[src/hw/stxe_pkg.sv]
// stxe_pkg: constants and types for the skip, table-read and xor execute block
// assumes an 8-bit data path, 14-bit program words and 11-bit program addresses
package stxe_pkg;
	localparam int DATA_W = 8;
	localparam int PWORD_W = 14;
	localparam int PADDR_W = 11;
	localparam int PAGE_W = 3;
	localparam int BIT_SEL_W = 3;
	localparam logic [7:0] ACC_RST = 8'h00;
	localparam logic [5:0] TABLE_HIGH_BYTE_REG_RST = 6'h00;
	localparam logic [7:0] ZERO_BYTE = 8'h00;
	localparam logic [PAGE_W-1:0] FINAL_PAGE = 3'h7;
	typedef enum logic [2:0] {
		STXE_OP_NONE,
		STXE_OP_COPY_SKIP_ZERO,
		STXE_OP_SKIP_ZERO,
		STXE_OP_SKIP_BIT_ZERO,
		STXE_OP_TAB_CUR,
		STXE_OP_TAB_FINAL,
		STXE_OP_XOR_ACC,
		STXE_OP_XOR_MEM
	} stxe_op_t;
	typedef enum logic [1:0] {
		STXE_ST_IDLE,
		STXE_ST_DUMMY,
		STXE_ST_TFETCH
	} stxe_state_t;
endpackage : stxe_pkg

[src/hw/stxe_prog_if.sv]
// stxe_prog_if: program memory read path used by the table reads
// assumes the program memory answers combinationally to the address
`timescale 1ns/1ps
interface stxe_prog_if;
	logic [stxe_pkg::PADDR_W-1:0] addr;
	logic [stxe_pkg::PWORD_W-1:0] word;
	modport core (output addr, input word);
	modport gen (input addr, output word);
endinterface : stxe_prog_if

[src/hw/stxe_exec.sv]
// stxe_exec: executes zero skips, bit skip, table reads and xor forms
// assumes decode gives one op pulse per cycle and memory read data is combinational
`timescale 1ns/1ps
// How it works
// - copy byte to acc, skip if zero
// - taken skip inserts one dummy cycle
// - bit skip when bit zero, flags untouched
// - current page table read, low/high split
// - final page table read at pointer offset
// - acc gets acc xor memory, zero flag
// - memory gets acc xor memory, acc kept
// - acc gets acc xor immediate, zero flag
module stxe_exec (
	// clock and reset
	input wire logic mclk,
	input wire logic rst_n,
	// decoded instruction
	input wire logic op_valid,
	input wire stxe_pkg::stxe_op_t op,
	input wire logic op_imm,
	input wire logic [stxe_pkg::DATA_W-1:0] imm_data,
	input wire logic [stxe_pkg::BIT_SEL_W-1:0] bit_sel,
	input wire logic [stxe_pkg::DATA_W-1:0] mem_rdata,
	// table context
	input wire logic [stxe_pkg::DATA_W-1:0] table_pointer_reg,
	input wire logic [stxe_pkg::PAGE_W-1:0] cur_page,
	input wire logic [stxe_pkg::PWORD_W-1:0] prog_word,
	// results
	output logic [stxe_pkg::PADDR_W-1:0] prog_addr,
	output logic [stxe_pkg::DATA_W-1:0] acc,
	output logic zero_flag,
	output logic mem_we,
	output logic [stxe_pkg::DATA_W-1:0] mem_wdata,
	output logic [5:0] table_high_byte_reg,
	output logic skip_next,
	output logic busy
);
	stxe_pkg::stxe_state_t state;
	stxe_prog_if prog ();
	logic tab_final;
	logic take;
	logic take_skip;
	logic take_tab;
	logic take_xor_mem;
	logic tab_cycle;
	logic skip_hit;
	logic byte_zero;
	logic bit_clear;
	logic is_tab;
	logic is_xor_acc;
	logic is_xor_mem;
	logic use_imm;
	logic xor_zero;
	logic [stxe_pkg::DATA_W-1:0] xor_src;
	logic [stxe_pkg::DATA_W-1:0] xor_res;
	logic [stxe_pkg::DATA_W-1:0] tab_low;
	logic [5:0] tab_high;

	// an op is taken only while no dummy or fetch cycle runs
	assign take = op_valid && (state == stxe_pkg::STXE_ST_IDLE);
	assign take_skip = take && skip_hit;
	assign take_tab = take && is_tab;
	assign take_xor_mem = take && is_xor_mem;
	assign tab_cycle = state == stxe_pkg::STXE_ST_TFETCH;

	// op decode
	assign is_tab = (op == stxe_pkg::STXE_OP_TAB_CUR) || (op == stxe_pkg::STXE_OP_TAB_FINAL);
	assign is_xor_acc = op == stxe_pkg::STXE_OP_XOR_ACC;
	assign is_xor_mem = op == stxe_pkg::STXE_OP_XOR_MEM;
	assign use_imm = op_imm && is_xor_acc;

	// page select follows the op, so the address is right at the take edge
	assign tab_final = op == stxe_pkg::STXE_OP_TAB_FINAL;

	// program word split
	assign prog.word = prog_word;
	assign tab_low = prog.word[7:0];
	assign tab_high = prog.word[13:8];

	stxe_tab_addr u_addr (
		.final_page(tab_final),
		.cur_page(cur_page),
		.tbl_ptr(table_pointer_reg),
		.prog(prog.core)
	);

	// zero tests on the addressed byte
	assign byte_zero = mem_rdata == stxe_pkg::ZERO_BYTE;
	assign bit_clear = !mem_rdata[bit_sel];

	// skip conditions
	always_comb begin
		case (op)
			stxe_pkg::STXE_OP_COPY_SKIP_ZERO: skip_hit = byte_zero;
			stxe_pkg::STXE_OP_SKIP_ZERO: skip_hit = byte_zero;
			stxe_pkg::STXE_OP_SKIP_BIT_ZERO: skip_hit = bit_clear;
			default: skip_hit = 1'h0;
		endcase
	end

	// xor operand and per-bit result
	assign xor_src = use_imm ? imm_data : mem_rdata;
	for (genvar b = 0; b < stxe_pkg::DATA_W; b++) begin : g_xor
		assign xor_res[b] = acc[b] ^ xor_src[b];
	end

	// zero test of the xor result
	assign xor_zero = xor_res == stxe_pkg::ZERO_BYTE;

	// sequencing: taken skip holds a dummy cycle, table read uses a fetch cycle
	always_ff @(posedge mclk) begin
		if (!rst_n) begin
			state <= stxe_pkg::STXE_ST_IDLE;
		end else begin
			case (state)
				stxe_pkg::STXE_ST_IDLE: begin
					if (take_skip) begin
						state <= stxe_pkg::STXE_ST_DUMMY;
					end else if (take_tab) begin
						state <= stxe_pkg::STXE_ST_TFETCH;
					end
				end
				stxe_pkg::STXE_ST_DUMMY: begin
					state <= stxe_pkg::STXE_ST_IDLE;
				end
				stxe_pkg::STXE_ST_TFETCH: begin
					state <= stxe_pkg::STXE_ST_IDLE;
				end
				default: begin
					state <= stxe_pkg::STXE_ST_IDLE;
				end
			endcase
		end
	end

	// busy covers the dummy cycle and the table fetch cycle
	always_ff @(posedge mclk) begin
		if (!rst_n) begin
			busy <= 1'h0;
		end else if (take_skip || take_tab) begin
			busy <= 1'h1;
		end else begin
			busy <= 1'h0;
		end
	end

	// one-cycle mark that the next fetched instruction is dropped
	always_ff @(posedge mclk) begin
		if (!rst_n) begin
			skip_next <= 1'h0;
		end else begin
			skip_next <= take_skip;
		end
	end

	// table address latched at the take edge, stands through the fetch cycle
	always_ff @(posedge mclk) begin
		if (!rst_n) begin
			prog_addr <= '0;
		end else if (take_tab) begin
			prog_addr <= prog.addr;
		end
	end

	// accumulator
	always_ff @(posedge mclk) begin
		if (!rst_n) begin
			acc <= stxe_pkg::ACC_RST;
		end else if (take) begin
			case (op)
				stxe_pkg::STXE_OP_COPY_SKIP_ZERO: begin
					acc <= mem_rdata;
				end
				stxe_pkg::STXE_OP_XOR_ACC: begin
					acc <= xor_res;
				end
				default: begin
					acc <= acc;
				end
			endcase
		end
	end

	// zero flag, only xor forms touch it
	always_ff @(posedge mclk) begin
		if (!rst_n) begin
			zero_flag <= 1'h0;
		end else if (take && (is_xor_acc || is_xor_mem)) begin
			zero_flag <= xor_zero;
		end
	end

	// one-cycle data memory write strobe
	always_ff @(posedge mclk) begin
		if (!rst_n) begin
			mem_we <= 1'h0;
		end else begin
			mem_we <= take_xor_mem || tab_cycle;
		end
	end

	// data memory write value
	always_ff @(posedge mclk) begin
		if (!rst_n) begin
			mem_wdata <= stxe_pkg::ZERO_BYTE;
		end else if (take_xor_mem) begin
			mem_wdata <= xor_res;
		end else if (tab_cycle) begin
			mem_wdata <= tab_low;
		end
	end

	// table high byte
	always_ff @(posedge mclk) begin
		if (!rst_n) begin
			table_high_byte_reg <= stxe_pkg::TABLE_HIGH_BYTE_REG_RST;
		end else if (tab_cycle) begin
			table_high_byte_reg <= tab_high;
		end
	end
endmodule : stxe_exec

[src/hw/stxe_tab_addr.sv]
// stxe_tab_addr: forms the table address from page and pointer
// assumes pointer and page come from registers in the same clock domain
`timescale 1ns/1ps
module stxe_tab_addr (
	// select
	input wire logic final_page,
	input wire logic [stxe_pkg::PAGE_W-1:0] cur_page,
	input wire logic [stxe_pkg::DATA_W-1:0] tbl_ptr,
	// program path
	stxe_prog_if.core prog
);
	// current page or final page, pointer is the offset
	assign prog.addr = {final_page ? stxe_pkg::FINAL_PAGE : cur_page, tbl_ptr};
endmodule : stxe_tab_addr

[config.mk]
export PLATFORM = sky130hd
export DESIGN_NAME = stxe_exec
export DESIGN_NICKNAME = d
export VERILOG_FILES = /design/src/hw/stxe_pkg.sv /design/src/hw/stxe_prog_if.sv /design/src/hw/stxe_exec.sv /design/src/hw/stxe_tab_addr.sv
export SDC_FILE = /design/constraint.sdc
export NUM_CORES = 1
export LEC_CHECK = 0
export ABC_AREA = 1
export BUFFER_PORTS_ARGS = -buffer_cell sky130_fd_sc_hd__buf_2
export CAP_MARGIN = 5
export CORE_AREA = 2 2 55 96
export DETAILED_ROUTE_END_ITERATION = 8
export DIE_AREA = 0 0 57 98
export GPL_ROUTABILITY_DRIVEN = 0
export PLACE_DENSITY = 0.75
export SLEW_MARGIN = 25
export SYNTH_ARGS = -nofsm -noshare
export SYNTH_HDL_FRONTEND = slang
export SYNTH_SLANG_ARGS = --single-unit
[constraint.sdc]
create_clock -name mclk -period 1.9 [get_ports mclk]
set_input_delay 0 -clock mclk [delete_from_list [all_inputs] [get_ports mclk]]
set_output_delay 0 -clock mclk [all_outputs]
set_load 0.1 [all_outputs]
==> results.ini <==
[global_route]
grt_pass1_vias = 2280
antenna_found_initial = 0
grt_pass1_wl_um = 10400
track_usage_pct = 23.2
grt_max_degree = 22
gr-total-overflow = 0

[clock_network]
htree_levels = 2
root_buffer = clkbuf_8
post-cts-setup-buffer-count = 0
cts_inserted_buffers = 5
cts_hold_buf = 14
cts.sinks = 39
clk_latency_ps = 290
clk_pin_slew_ps = 80
cts_resized = 0
clk_path_buf_depth = 2
cts_tree = done

[sta]
max_freq_mhz = 723
period_minus_slack_ps = 1380
timing.slew.headroom_pct = 57.8
skew_ps = 3.95
setup_viol = 0
rsz0062_at_grt = false
slew_viol_final = 0
finalSetupTns_ps = 0
hold_ws_ps = 25.8
tightest_slew_ps = 633
hold_viol_final = 0
min_period_over_period_pct = 72.8

[cells_and_area]
layout-drive-gt1-share_pct = 25.3
nNetsFinal = 473
insertedDiodeCount = 0
finalInstanceArea_um2 = 2820
final_util_pct = 58.2
reg_top3 = prog_addr x11, acc x8, mem_wdata x8
largest_register_ffs = 11
syn2layout_area_growth_pct = 33.6
regMostFlops = prog_addr

[pwr]
ir_worst_vdd_mv = 0.576
p_leak_nw = 1.49
powerDensity_nw_per_um2 = 801
power_mw = 2.26

[worst_hold_path]
hold_end = prog_addr[9]$_SDFFE_PN0P_
min_path_cells = 3
min_from = cur_page[1]
hp-class = in -> reg

[critical_path]
path_delay_family = simple AND/OR/NAND/NOR gates
startpoint = state[0]$_SDFFE_PN0P_
worstSetupStartpointType = register
end_kind = register
reg2reg_slack_ps = 520
slowest_delay_ps = 310
path_buf_inv = 2
reg2reg_from = state[0]$_SDFFE_PN0P_
reg2reg_depth = 8
required_ps = 2090
crit_type = reg -> reg
critPathArrivalTime_ps = 1570
path_max_fanout = 17
cp_slowest_cell = dfxtp_1
r2r-end = mem_wdata[0]$_SDFFE_PN0P_
crit_chain = inv_1 -> nand3_1 -> nor2_2 -> nand2_2 -> nand3_1 -> nand2_1 -> o21ai_1 -> inv_1

[route]
routedWlPerCell_um = 13.3
routed_wl_um = 6330
drt-initial-drc-count = 80
first_pass_iters = 4
ant_nets = 0
via_count = 2477
drc = 0
via_per_inst = 5.19

[floorplanning]
core_area_um2 = 4850
die_area_um2 = 5590
pin_count = 88
start_util_pct = 43.5
fp.dieH_um = 98
die_w_um = 57
fp-row-count = 34

[synth]
synth_edf_count = 0
syn-cell-area_um2 = 2110
netlist_top_cells_area = dfxtp_1 37%, nand2_1 13%, nand3_1 10%, inv_1 8.2%, a21oi_1 7.1%
yosysWarningCount = 0
synth_top_area_cell = dfxtp_1
post-synth-top-count-cell = nand2_1
ys_seq_area_share_pct = 37.0
synth_flop_cell = dfxtp_1
synth_top_area_share_pct = 37.0
ys_top_cells_by_count = 74 x nand2_1, 46 x inv_1, 42 x nand3_1
syn_area_per_cell_um2 = 6.47
ys_types = 25
syn-num-nets = 377
synth_seq_cells = 39
syn_inst = 326
synthArstFlopShare_pct = 0

[placement]
dpl_cell_area_um2 = 2550
detailed_place_hpwl_um = 4690
io_buffers = 87

[flow_run]
cap_violations = 0

[outcome]
status = complete, no violations

[per-layer routing]
layer | global-route usage (%) | up-vias | wire length, µm | share of wire, %
met4 | 10.6 | 0 | 212 | 3.4
met1 | 25.7 | 1107 | 2340 | 37
li1 | - | 1251 | - | -
met2 | 41.6 | 99 | 3410 | 54
met5 | 0 | - | 0 | 0
met3 | 4.11 | 20 | 365 | 5.8
[how the worst max path moves through the flow]
stage,endpoint,cells after the start
global placement,acc[6]$_SDFFE_PN0P_,8
detailed placement,acc[6]$_SDFFE_PN0P_,8
floorplan,zero_flag$_SDFFE_PN0P_,6
finish,mem_wdata[0]$_SDFFE_PN0P_,8
CTS,mem_wdata[0]$_SDFFE_PN0P_,8
global route,mem_wdata[0]$_SDFFE_PN0P_,8
[cells in the final DEF (no fill, tap or decap), drive strengths merged]
cell type	n
nor3	1
o211ai	5
dlygate4sd3	14
clkinv	4
nand2	75
clkbuf	6
buf	91
nor2	24
o21ai	26
nor4	2
a31oi	7
nand4	5
inv	49
dfxtp	39
bufinv	2
nand3	42
a21oi	31
[final cells by class]
class                           instances  area [µm²]
Clock buffer                            6        72.6
Clock inverter                          2        60.1
Fill cell                             504        2030
Inverter                               53         199
Multi-Input combinational cell        218        1030
Sequential cell                        39         781
Tap cell                               54        67.6
Timing Repair Buffer                  105         606
[worst min-delay path, cell delays in order]
cell and delay, ps:
buf_2 80, o211ai_1 80, a21oi_1 120
[power by group]
part | internal [mW] | switching, mW | total [mW] | leakage, nW
clock | 0.525 | 0.287 | 0.812 | 0.0654
sequential | 0.851 | 0.0229 | 0.874 | 0.317
combinational | 0.144 | 0.431 | 0.575 | 1.10
[through the flow]
| stage | worst slack (ps) | cells |
|---|---|---|
| global placement | 544 | 455 |
| CTS | 516 | 477 |
| global route | 356 | 477 |
| detailed placement | 494 | 455 |
| finish | 517 | 477 |
| floorplan | 282 | 326 |
[kinds of logic after synthesis]
kind of cell	share of synthesized area (%)
buffers and inverters	14.0
AND/OR/NAND/NOR	30.9
AO/OA/AOI/OAI	18.1
flip-flops	37.0
Power figures use the tool's default switching activity.
